==> config.mk <==
export PLATFORM = sky130hd
export DESIGN_NAME = trap_edge_ctrl
export DESIGN_NICKNAME = d
export VERILOG_FILES = /design/src/rtl/trap_edge_pkg.sv /design/src/rtl/trap_edge_ctrl.sv
export VERILOG_INCLUDE_DIRS = /design/src /design/src/rtl
export SDC_FILE = /design/constraint.sdc
export NUM_CORES = 1
export LEC_CHECK = 0
export CAP_MARGIN = 20
export CORE_MARGIN = 1.5
export CORE_UTILIZATION = 40
export CTS_BUF_LIST = sky130_fd_sc_hd__clkbuf_4 sky130_fd_sc_hd__clkbuf_8
export DETAILED_ROUTE_END_ITERATION = 10
export DONT_BUFFER_PORTS = 1
export SLEW_MARGIN = 30
export SYNTH_ARGS = -nofsm -noshare
export SYNTH_HDL_FRONTEND = slang
export SYNTH_SLANG_ARGS = --single-unit
export TNS_END_PERCENT = 30
==> constraint.sdc <==
create_clock -name clk -period 3.7 [get_ports clk]
set_input_delay 0.74 -clock clk [delete_from_list [all_inputs] [get_ports clk]]
set_output_delay 0.74 -clock clk [all_outputs]
set_load 0.05 [all_outputs]
==> src/rtl/trap_edge_regs.svh <==
// register offsets, field positions and reset values of the trap/edge block
`ifndef TRAP_EDGE_REGS_SVH
`define TRAP_EDGE_REGS_SVH
`define OFS_TRAP_CTRL 4'h0
`define OFS_VEC_CTRL 4'h4
`define OFS_IRQ_STATUS 4'h8
`define OFS_IRQ_MASK 4'hC
`define BIT_ADDR_ERR 3
`define BIT_STK_ERR 2
`define BIT_CLK_FAIL 1
`define BIT_ALT_VT 15
`define BIT_IRQ_OFF_ACT 14
`define TRAP_CTRL_WMASK 16'h000E
`define VEC_CTRL_WMASK 16'h801F
`define RST_TRAP_CTRL 16'h0000
`define RST_VEC_CTRL 16'h0000
`define RST_IRQ_MASK 8'h00
`endif

==> src/rtl/trap_edge_pkg.sv <==
// types of the trap status and external edge control block
package trap_edge_pkg;
    typedef enum logic {
        BUS_IDLE,
        BUS_DONE
    } bus_state_t;
    typedef struct packed {
        bus_state_t bus;
        logic [15:0] trap_ctrl;
        logic [15:0] vec_ctrl;
        logic [7:0] irq_status;
        logic [7:0] irq_mask;
        logic [31:0] rdata;
        logic [4:0] pin_s1;
        logic [4:0] pin_s2;
        logic [4:0] pin_d;
        logic [4:0] ext_req;
        logic irq;
    } state_t;
endpackage

==> src/rtl/trap_edge_ctrl.sv <==
// trap status flags, vector table select and external edge polarity
`timescale 1ns/1ps
`default_nettype none
`include "trap_edge_regs.svh"
module trap_edge_ctrl
    import trap_edge_pkg::*;
#(
    parameter int NUM_EXT = 5
)
(
    // clock and reset
    input wire logic clk,
    input wire logic rst_n,
    // avalon-mm slave
    input wire logic [3:0] avs_address,
    input wire logic avs_read,
    input wire logic avs_write,
    input wire logic [31:0] avs_writedata,
    input wire logic [3:0] avs_byteenable,
    output logic [31:0] avs_readdata,
    output logic avs_waitrequest,
    // trap events from the core, one-cycle pulses
    input wire logic addr_err_trap,
    input wire logic stack_err_trap,
    input wire logic clk_fail_trap,
    // interrupt-disable instruction status from the core
    input wire logic irq_disable_instr_active,
    // external interrupt pins, asynchronous
    input wire logic [NUM_EXT-1:0] ext_irq_pin,
    // outputs
    output logic [NUM_EXT-1:0] ext_irq_req,
    output logic alt_vector_table_select,
    output logic irq
);
    state_t s_r;
    state_t s_nxt;
    logic [15:0] wmask;
    logic [4:0] edge_hit;
    logic [7:0] events;
    logic acc;
    logic done;
    logic trap_wr;
    logic vec_wr;
    logic stat_rd;

    always_comb
    begin
        s_nxt = s_r;
        wmask = {{8{avs_byteenable[1]}}, {8{avs_byteenable[0]}}};
        // two flops before any logic sees the pins
        s_nxt.pin_s1 = ext_irq_pin;
        s_nxt.pin_s2 = s_r.pin_s1;
        s_nxt.pin_d = s_r.pin_s2;
        // polarity 1 falling, 0 rising
        edge_hit = (s_r.vec_ctrl[4:0] & s_r.pin_d & ~s_r.pin_s2)
            | (~s_r.vec_ctrl[4:0] & ~s_r.pin_d & s_r.pin_s2);
        s_nxt.ext_req = edge_hit;
        acc = (avs_read || avs_write) && s_r.bus == BUS_IDLE;
        // write lands on the edge the master sees waitrequest low
        done = (avs_read || avs_write) && s_r.bus == BUS_DONE;
        trap_wr = done && avs_write && avs_address == `OFS_TRAP_CTRL;
        vec_wr = done && avs_write && avs_address == `OFS_VEC_CTRL;
        stat_rd = acc && avs_read && avs_address == `OFS_IRQ_STATUS;
        if (s_r.bus == BUS_DONE)
            s_nxt.bus = BUS_IDLE;
        else if (acc)
            s_nxt.bus = BUS_DONE;
        // writes: only implemented bits stored
        if (trap_wr)
            s_nxt.trap_ctrl = (s_r.trap_ctrl & ~(wmask & `TRAP_CTRL_WMASK))
                | (avs_writedata[15:0] & wmask & `TRAP_CTRL_WMASK);
        if (vec_wr)
            s_nxt.vec_ctrl = (s_r.vec_ctrl & ~(wmask & `VEC_CTRL_WMASK))
                | (avs_writedata[15:0] & wmask & `VEC_CTRL_WMASK);
        if (done && avs_write && avs_address == `OFS_IRQ_MASK
            && avs_byteenable[0])
            s_nxt.irq_mask = avs_writedata[7:0];
        // set wins over the software write
        if (addr_err_trap)
            s_nxt.trap_ctrl[`BIT_ADDR_ERR] = 1'b1;
        if (stack_err_trap)
            s_nxt.trap_ctrl[`BIT_STK_ERR] = 1'b1;
        if (clk_fail_trap)
            s_nxt.trap_ctrl[`BIT_CLK_FAIL] = 1'b1;
        // status mirrors core, not writable
        s_nxt.vec_ctrl[`BIT_IRQ_OFF_ACT] = irq_disable_instr_active;
        // read data latched at accept
        if (acc && avs_read)
        begin
            unique case (avs_address)
                `OFS_TRAP_CTRL: s_nxt.rdata = {16'h0000, s_r.trap_ctrl};
                `OFS_VEC_CTRL: s_nxt.rdata = {16'h0000, s_r.vec_ctrl};
                `OFS_IRQ_STATUS: s_nxt.rdata = {24'h000000, s_r.irq_status};
                `OFS_IRQ_MASK: s_nxt.rdata = {24'h000000, s_r.irq_mask};
                default: s_nxt.rdata = 32'h00000000;
            endcase
        end
        // status bits: [2:0] traps, [7:3] ext edges; read clears
        events = {edge_hit, clk_fail_trap, stack_err_trap, addr_err_trap};
        if (stat_rd)
            s_nxt.irq_status = 8'h00;
        s_nxt.irq_status = s_nxt.irq_status | events;
        s_nxt.irq = |(s_nxt.irq_status & s_nxt.irq_mask);
    end

    always_ff @(posedge clk or negedge rst_n)
    begin
        if (!rst_n)
        begin
            s_r <= '0;
            s_r.trap_ctrl <= `RST_TRAP_CTRL;
            s_r.vec_ctrl <= `RST_VEC_CTRL;
            s_r.irq_mask <= `RST_IRQ_MASK;
        end
        else
            s_r <= s_nxt;
    end

    // one wait cycle, answer on the second edge
    assign avs_waitrequest = (avs_read || avs_write) && s_r.bus == BUS_IDLE;
    assign avs_readdata = s_r.rdata;
    assign ext_irq_req = s_r.ext_req;
    // table choice steers the core's vector fetch
    assign alt_vector_table_select = s_r.vec_ctrl[`BIT_ALT_VT];
    assign irq = s_r.irq;
endmodule // trap_edge_ctrl
`default_nettype wire

# [Yosys cells after proc, flatten, opt, wreduce, memory -nomap -nowiden]
# Index checks and enable logic that the tools add are counted.
[totals] ff_bits=102 out_inout_bits=40 input_bits=53 wordCells=60
[classes] n_reduce_logical=15 eq_ne=3 muxes=9 bitwise=18
[op_table] op="16-bit one-hot mux with 4 select lines" n=1
[op_table] op="16-bit bitwise AND" n=3
[op_table] op="5-bit bitwise AND" n=4
[op_table] op="8-bit 2-to-1 mux" n=2
[op_table] op="16-bit NOT" n=1
[op_table] op="4-bit NOT with 16-bit output" n=1
[op_table] op="16-bit bitwise OR" n=1
[op_table] op="16-bit by 4-bit bitwise OR with 16-bit output" n=1
[op_table] op="5-bit NOT" n=3
[op_table] op="1-bit logical AND" n=9
[op_table] op="8-bit bitwise AND" n=1
[op_table] op="4-bit == test (second input constant)" n=2
[op_table] op="8-bit bitwise OR" n=1
[op_table] op="8-bit OR reduction" n=1
[op_table] op="2-bit nonzero test" n=3
[op_table] op="1-bit 2-to-1 mux" n=5
[op_table] op="5-bit bitwise OR" n=1
[op_table] op="4-bit by 3-bit == test with 1-bit output (second input constant)" n=1
[op_table] op="4-bit zero test" n=1
[op_table] op="4-bit 2-to-1 mux" n=1
[op_table] op="1-bit logical OR" n=1
[op_table] op="1-bit NOT" n=1

# [Longest topological paths before layout]
# Gate-level depths: netlist of run 1.
[depth] depth_word=8 ltp_mapped=6 depth_no_buf=5

# [Worst setup path after synthesis of run 1]
# Ideal clock, no wire load.
[synth_path] path_kind="input to output" startpoint="input avs_read" endpoint="output avs_waitrequest" stages=2 t_arrival_ps=1423 required_time_ps=2960 path_buffers=0 path_slack_ps=1537 cell_sequence="nor2_1 nor2_1"
[synth_via] elab_chain_cells=2
[synth_rtl] element="start, declared" line="trap_edge_ctrl.sv:16" text="input wire logic avs_read,"
[synth_rtl] element="1-bit logical OR" line="trap_edge_ctrl.sv:120" text="assign avs_waitrequest = (avs_read || avs_write) && s_r.bus == BUS_IDLE;"
[synth_rtl] element="1-bit logical AND" line="trap_edge_ctrl.sv:120"
[synth_rtl] element="end, declared" line="trap_edge_ctrl.sv:21" text="output logic avs_waitrequest,"
# No other way between the ends.

# [Worst setup path in the final report of run 1]
[layout_path] startpoint="register s_r[101] (netlist bit)" endpoint="output avs_waitrequest"
[layout_via] elab_chain_cells=2
[layout_rtl] element="start, declared" line="trap_edge_ctrl.sv:35" text="state_t s_r;"
[layout_rtl] element="start signal, assigned" line="trap_edge_ctrl.sv:116" text="s_r <= s_nxt;"
[layout_rtl] element="1-bit NOT" line="trap_edge_ctrl.sv:120"
[layout_rtl] element="1-bit logical AND" line="trap_edge_ctrl.sv:120"
# No other way between the ends.

==> results.toml, run 1 <==
[placement]
dp_hpwl_mm = 3.12
port_buffers = 0
finalWeightedCongestion = 0.730

[route]
drc = 0
route.vias.total = 1338
wl_met2_mm = 1.99
totalWireLength_mm = 4.39
first_pass_iters = 5
wl_met3_um = 470
ant_nets = 0
drt-met1-wl_mm = 1.84
drt-initial-drc-count = 47
avgRoutedWirePerCell_um = 16.7
drt-vias-per-instance = 5.09
top_layer_used = "met4"

[global_routing]
grt_overflow_total = 0
grt_usage_pct = 14.3
grt_pass1_vias = 1310
grt_max_degree = 59
grt_antenna_before_repair = 0
grt_first_pass_wirelength_mm = 6.81

[layout]
drive_gt1_share_pct = 16.0
fillCellCount = 554
final_cell_mix = "dfrtp_1, conb_1, nand2_1"
layout.nets = 238
area_growth_pct = 0.899
final_common_cell = "dfrtp_1"
n_antenna_cell = 0

[critical_path]
cp_slowest_cell = "nor2_1"
cp_max_fo = 6
crit_family = "simple AND/OR/NAND/NOR gates"
critPathArrivalTime_ns = 1.49
worst-setup-path-type = "register to output pin"
critPathCaptureType = "output pin"
required_ns = 2.96
crit_chain = "nor2_1"
critPathMaxStageDelay_ns = 0.73
start_kind = "register"
path_buf_inv = 0

[sta]
period_share_pct = 60.3
finalSetupViolCount = 0
setup-tns-final_ns = 0
rsz0062_at_grt = "false"
relSlewSlack_pct = 39.0
fmax_mhz = 448
drv_slew = 0
fin_crit_ns = 2.23
finalClockSkew_ns = 0.00867
worstMarginPinSlew_ns = 0.911
hold_viol = 0

[min_path]
hold_class = "primary input to async pin"

[floorplan]
coreArea_um2 = 5990
die_height_um = 82.1
fp.dieW_um = 82.1
dieArea_um2 = 6740
start_util_pct = 41.8
num_rows = 28
io_pins = 93

[synthesis]
yosys.area.top_type = "dfrtp_1"
ys_ff_latch = 58
yosysUniqueCellTypes = 29
synth_area_per_cell_um2 = 12.8
synth_seq_area_share_pct = 58.0
yosys-top-cells-area = "dfrtp_1, buf_4, mux2_2"
yosys.area.top_type_share_pct = 58.0
ys_warn_count = 0
syn_area_um2 = 2500
syn_inst = 196

[clock_network]
root_buffer = "clkbuf_8"
cts_tree = "done"
clockBufferDepth = 2
cts_max_level = 3
cts_buffers = 9
path_clk_slew_ns = 0.07
cts_setup_buffers = 0
cts.hold.buffers_added = 0
clk_latency_ns = 0.33
cts_resized = 0
cts.sinks = 58

[pwr]
internal-power_mw = 0.982
p_sw_mw = 0.423
ir_worst_vdd_mv = 0.239
pwr-share-clk_pct = 34.1
leakage_nw = 1.12
power_mw = 1.40
p_seq_share_pct = 56.0
power.share.switching_pct = 30.1
powerDensity_nw_per_um2 = 556
pwr-share-comb_pct = 10.0

[run_status]
status = "complete, no violations"

[run]
drv_cap = 0
==> per-layer routing <==
| metal | vias to the layer above | track usage, % |
|---|---|---|
| li1 | 608 | - |
| met1 | 667 | 17.4 |
| met2 | 54 | 20.6 |
| met3 | 9 | 7.03 |
| met4 | 0 | 8.14 |
| met5 | - | 0 |
==> cell type report <==
cell class	instances	area, µm²	area share, %
sequential	58	1450	57.5
multi-input combinational	116	823	32.6
clock buffer	10	138	5.45
tap	75	93.8	3.71
clock inverter	4	20.0	0.792
==> Yosys cell counts <==
master,n
a21o_1,8
o22ai_1,5
a22oi_1,6
mux2_2,10
conb_1,1
nor2_1,4
nand4_1,2
or3_1,1
nor4b_1,1
mux2i_1,3
nand2b_1,6
nor4_1,1
o31ai_1,3
a211o_1,3
clkbuf_1,2
buf_4,38
mux4_2,3
nor4b_2,1
and2_1,1
a22o_1,3
nor2b_1,1
nand3b_2,1
dfrtp_1,58
nand4_4,1
mux2_1,6
o21ai_1,4
buf_2,3
and3_1,4
nand2_1,16
==> stage by stage <==
stage               hold WS (ns)  setup WS (ns)  utilization (%)  instances  instance area [µm²]
global placement           0.332           1.40             39.5        249                 2370
detailed placement         0.336           1.43             39.5        249                 2370
CTS                       0.0891           1.45             42.2        263                 2530
global route              0.0822           1.42             42.2        263                 2530
finish                     0.103           1.47             42.2        263                 2530
floorplan                  0.331           1.54                -        217                 2580
==> power groups by stage <==
stage	Clock [mW]	Combinational [mW]	Sequential (mW)
after floorplan	0	0.215	0.740
after global placement	0	0.139	0.797
after detailed placement	0	0.140	0.799
after CTS	0.491	0.141	0.787
after global routing	0.524	0.153	0.792
final	0.478	0.140	0.786
==> cell families (layout without fill, tap and decap cells) <==
group,count (synthesis),in the layout,share of synthesized area [%]
AO/OA/AOI/OAI,32,32,9.25
buffers and inverters,43,14,12.3
flip-flops,58,58,58.0
multiplexers,22,22,11.1
other,1,22,0.150
AND/OR/NAND/NOR,40,40,9.25
==> path summary, 6_finish.rpt <==
| kind | start | end | slack, ns | depth (start not counted) |
|---|---|---|---|---|
| max | s_r[101]$_DFF_PN0_ | avs_waitrequest | 1.47 | 1 |
| min | rst_n | avs_readdata[14]$_DFFE_PN0P_ | 0.10 | 0 |
| max reg2reg | s_r[101]$_DFF_PN0_ | irq$_DFF_PN0_ | 1.74 | 5 |
| min reg2reg | s_nxt[11]$_DFF_PN0_ | s_nxt[6]$_DFF_PN0_ | 0.35 | 0 |
| max in group asynchronous | rst_n | s_r[88]$_DFFE_PN0P_ | 3.51 | 0 |
| min in group clk | s_nxt[11]$_DFF_PN0_ | s_nxt[6]$_DFF_PN0_ | 0.35 | 0 |
No activity file was read; power rests on OpenSTA's default activity.
==> run 2, diff against run 1 <==
- clock period: 3.7 -> 2 ns (I/O delays scaled with it)
==> run 2 against run 1 <==
- cell count up 3.8%
- non-clock buffer count up 8
- via count up 1.8%
- design area is 5.6% higher
- critical path type is now register to register
- sequential power is 84% higher
- clock skew shrank 0.0019 ns
==> results.toml, run 2 (same netlist as run 1, synthesis figures left out) <==
[clock_network]
root_buffer = "clkbuf_8"
cts_max_level = 3
path_clk_slew_ns = 0.07
clk_latency_ns = 0.34
cts.sinks = 58
cts_setup_buffers = 0
cts_buffers = 9
clockBufferDepth = 2
cts_tree = "done"

[layout]
post-route-util_pct = 44.5
n_antenna_cell = 0
multi_input_area_um2 = 823
layout.nets = 246
seq_area_um2 = 1450
final_cell_mix = "dfrtp_1, conb_1, nand2_1"
fillCellCount = 554
fin_area_um2 = 2670
area_growth_pct = 6.60
final_common_cell = "dfrtp_1"
drive_gt1_share_pct = 19.7

[floorplan]
io_pins = 93
dieArea_um2 = 6740
start_util_pct = 41.8
die_height_um = 82.1
fp.dieW_um = 82.1
num_rows = 28
coreArea_um2 = 5990

[route]
totalWireLength_mm = 4.41
avgRoutedWirePerCell_um = 16.2
first_pass_iters = 4
drt-vias-per-instance = 4.99
route.vias.total = 1362
drc = 0
ant_nets = 0
drt-initial-drc-count = 84

[global_routing]
busiest_layer = "met2"
grt_max_degree = 59
grt_overflow_total = 0
grt_antenna_before_repair = 0
use_met3_pct = 7.47
grt_pass1_vias = 1423
grt_first_pass_wirelength_mm = 7.07
grtUsageMet1_pct = 18.2
grt_usage_pct = 15.1
use_met2_pct = 21.7

[placement]
port_buffers = 0
dp_hpwl_mm = 3.22
finalWeightedCongestion = 0.733
place_area_um2 = 2410

[pwr]
ir_worst_vdd_mv = 0.650
leakage_nw = 1.20
pwr-share-comb_pct = 10.2
p_sw_mw = 0.838
internal-power_mw = 2.10
pwr-share-clk_pct = 40.3
p_seq_share_pct = 49.5
power.share.switching_pct = 28.6
powerDensity_nw_per_um2 = 1100

[critical_path]
cp_max_fo = 8
critPathArrivalTime_ns = 2.03
critPathCaptureType = "register"
worst-setup-path-type = "register to register"
start_kind = "register"
required_ns = 2.20

[run]
drv_cap = 0

[sta]
hold_viol = 0
period_share_pct = 91.6
drv_slew = 0
rsz0062_at_grt = "false"
fmax_mhz = 546
setup-tns-final_ns = 0
fin_crit_ns = 1.83
finalSetupViolCount = 0
finalClockSkew_ns = 0.00675

[run_status]
status = "complete, no violations"

[min_path]
hold_class = "primary input to register"
==> run 2: what timing repair did <==
| item | 4_1_cts | 5_1_grt |
|---|---|---|
| gates resized for setup | 0 | 0 |
| hold buffers | 2 | 0 |
| hold endpoints to repair | 58 | 0 |
==> run 2: per-stage QoR <==
stage	setup slack (ns)	instances	hold WS [ns]	total power, mW
3_3_place_gp	0.159	255	0.105	1.74
5_1_grt	0.00720	273	0.0605	3.06
4_1_cts	0.136	273	0.0645	2.97
2_1_floorplan	0.379	217	0.104	1.77
6_report	0.168	273	0.0794	2.94
3_5_place_dp	0.150	255	0.105	1.75
==> run 2: worst max-delay path, stage by stage (launching register included) <==
cell and delay [ns]:
dfrtp_1 0.44, nor4b_2 0.37, nand3b_2 0.26, a21o_1 0.25, a22oi_1 0.23, nand4_1 0.15
==> run 2: path summary, 6_finish.rpt <==
| kind | depth (start not counted) | from | slack [ns] | endpoint |
|---|---|---|---|---|
| max reg2reg | 5 | s_r[101]$_DFF_PN0_ | 0.17 | irq$_DFF_PN0_ |
| min in group asynchronous | 2 | rst_n | 0.58 | s_r[10]$_DFF_PN0_ |
| max | 5 | s_r[101]$_DFF_PN0_ | 0.17 | irq$_DFF_PN0_ |
| min | 0 | ext_irq_pin[3] | 0.08 | s_nxt[14]$_DFF_PN0_ |
| max in group asynchronous | 2 | rst_n | 1.18 | async pin |
| min reg2reg | 0 | s_nxt[14]$_DFF_PN0_ | 0.35 | s_nxt[9]$_DFF_PN0_ |
==> run 2: final cells by class <==
class | instances | area share [%]
sequential | 58 | 54.4
multi-input combinational | 116 | 30.8
clock buffer | 10 | 5.16
tap | 75 | 3.52
timing repair buffer | 8 | 3.09
clock inverter | 6 | 3.00
==> run 2: power groups by stage <==
stage	Sequential (mW)	Clock [mW]	Combinational [mW]
2_1_floorplan	1.37	0	0.399
3_3_place_gp	1.47	0	0.268
3_5_place_dp	1.48	0	0.272
4_1_cts	1.45	1.21	0.305
5_1_grt	1.47	1.27	0.330
6_report	1.45	1.18	0.300
==> run 2: layer usage <==
layer / vias to the layer above / routed length (µm)
met1: 675 / 1880
met3: 12 / 447
met2: 50 / 1990
met5: - / 0
met4: 0 / 102
li1: 625 / -
==> run 3, diff against run 2 <==
- CORE_UTILIZATION: 40 -> 39
==> run 3 against run 2 <==
- sequential cell count unchanged
- sequential share of layout area up 0.67 points
- largest power group unchanged
- critical endpoint unchanged
- global-route usage shrank 0.57 points
- clock skew barely moved
- utilization is 2.6 points lower
- routed wire length increased by 2.6%
- register-to-register slack hardly changed
- clock power shrank 14%
==> results.toml, run 3 (same netlist as run 1, synthesis figures left out) <==
[sta]
period_share_pct = 91.1
fmax_mhz = 549
relSlewSlack_pct = 64.1
drv_slew = 0
rsz0062_at_grt = "false"
finalClockSkew_ns = 0.00668
finalSetupViolCount = 0
setup-tns-final_ns = 0
worstMarginPinSlew_ns = 0.534
fin_crit_ns = 1.82
hold_viol = 0

[clock_network]
cts.sinks = 58
root_buffer = "clkbuf_8"
clockBufferDepth = 2
cts_buffers = 9
path_clk_slew_ns = 0.06
clk_latency_ns = 0.34
cts_tree = "done"
cts_max_level = 3

[placement]
dp_hpwl_mm = 3.30
port_buffers = 0
finalWeightedCongestion = 0.741

[global_routing]
grt_first_pass_wirelength_mm = 7.49
grt_usage_pct = 14.6
grt_max_degree = 59
grt_pass1_vias = 1414
grt_overflow_total = 0
grt_antenna_before_repair = 0

[critical_path]
critPathMaxStageDelay_ns = 0.44
critPathCaptureType = "register"
cp_max_fo = 8
critPathArrivalTime_ns = 2.02
crit_family = "simple AND/OR/NAND/NOR gates"
cp_slowest_cell = "dfrtp_1"
required_ns = 2.20
crit_chain = "nor4b_2 > nand3b_2 > a21o_1 > a22oi_1 > nand4_1"
path_buf_inv = 0
start_kind = "register"
worst-setup-path-type = "register to register"

[floorplan]
fp.dieW_um = 83.1
num_rows = 29
dieArea_um2 = 6910
coreArea_um2 = 6280
io_pins = 93
die_height_um = 83.1
start_util_pct = 39.9

[run]
drv_cap = 0

[layout]
fillCellCount = 601
final_cell_mix = "dfrtp_1, conb_1, nand2_1"
layout.nets = 245
seq_area_um2 = 1450
area_growth_pct = 5.30
final_common_cell = "dfrtp_1"
drive_gt1_share_pct = 19.3
multi_input_area_um2 = 823
n_antenna_cell = 0
post-route-util_pct = 42.0

[pwr]
powerDensity_nw_per_um2 = 1050
pwr-share-comb_pct = 10.8
internal-power_mw = 1.95
p_seq_share_pct = 52.5
power.share.switching_pct = 29.7
leakage_nw = 1.18
p_sw_mw = 0.822
pwr-share-clk_pct = 36.7
ir_worst_vdd_mv = 0.427

[run_status]
status = "complete, no violations"

[route]
route.vias.total = 1330
ant_nets = 0
totalWireLength_mm = 4.53
drt-initial-drc-count = 111
first_pass_iters = 4
drc = 0
avgRoutedWirePerCell_um = 16.5
drt-vias-per-instance = 4.85

[min_path]
hold_class = "primary input to register"
run 3: cell count changes in the layout (fill, tap and decap cells not counted), sizes merged:
| cell | previous run | this run |
|---|---|---|
| clkbuf | 10 | 14 |
| bufinv | 2 | 0 |
| clkinv | 4 | 2 |
| buf | 7 | 6 |
run 3: layer usage:
metal	share of wire (%)	wire length, µm	GRT usage [%]
met2	46	2100	21.1
met5	0	0	0
met3	10	475	7.95
met1	41	1870	17.3
met4	1.7	75	7.73
run 3: path summary, 6_finish.rpt:
check / from / to / slack, ns / depth (start not counted)
worst min register to register: s_nxt[14]$_DFF_PN0_ / s_nxt[9]$_DFF_PN0_ / 0.35 / 0
worst max-delay path: s_r[101]$_DFF_PN0_ / irq$_DFF_PN0_ / 0.18 / 5
max in group asynchronous: rst_n / s_r[8]$_DFF_PN0_ / 1.16 / 2
worst min-delay path: ext_irq_pin[3] / s_nxt[14]$_DFF_PN0_ / 0.09 / 0
worst max register to register: s_r[101]$_DFF_PN0_ / irq$_DFF_PN0_ / 0.18 / 5
min in group asynchronous: rst_n / s_r[58]$_DFF_PN0_ / 0.60 / 2
run 3: timing repair:
| action | in CTS | in global routing |
|---|---|---|
| hold buffers | 2 | 0 |
| gates resized for setup | 0 | 0 |
| endpoints found under the setup margin | 0 | 0 |
| setup buffers | 0 | 0 |
| hold endpoints to repair | 58 | 0 |
run 3: power groups by stage:
stage | Combinational (mW) | Clock, mW | Sequential [mW]
finish | 0.298 | 1.02 | 1.45
global route | 0.326 | 1.11 | 1.47
CTS | 0.302 | 1.04 | 1.46
detailed placement | 0.270 | 0 | 1.48
global placement | 0.267 | 0 | 1.47
floorplan | 0.399 | 0 | 1.37
run 3: layout make-up:
class                      count  share of cell area, %
sequential                    58                   55.1
tap                           77                   3.65
timing repair buffer           7                   2.85
multi-input combinational    116                   31.2
clock buffer                  14                   6.83
clock inverter                 2                  0.380
run 3: per-stage QoR:
step / hold WS (ns) / worst slack (ns) / std cells / total power, mW / area [µm²]
global route: 0.0645 / 0.0661 / 274 / 2.90 / 2640
detailed placement: 0.105 / 0.165 / 256 / 1.75 / 2410
CTS: 0.0757 / 0.147 / 274 / 2.80 / 2640
floorplan: 0.104 / 0.379 / 217 / 1.77 / 2580
global placement: 0.105 / 0.147 / 256 / 1.74 / 2410
finish: 0.0912 / 0.179 / 274 / 2.77 / 2640
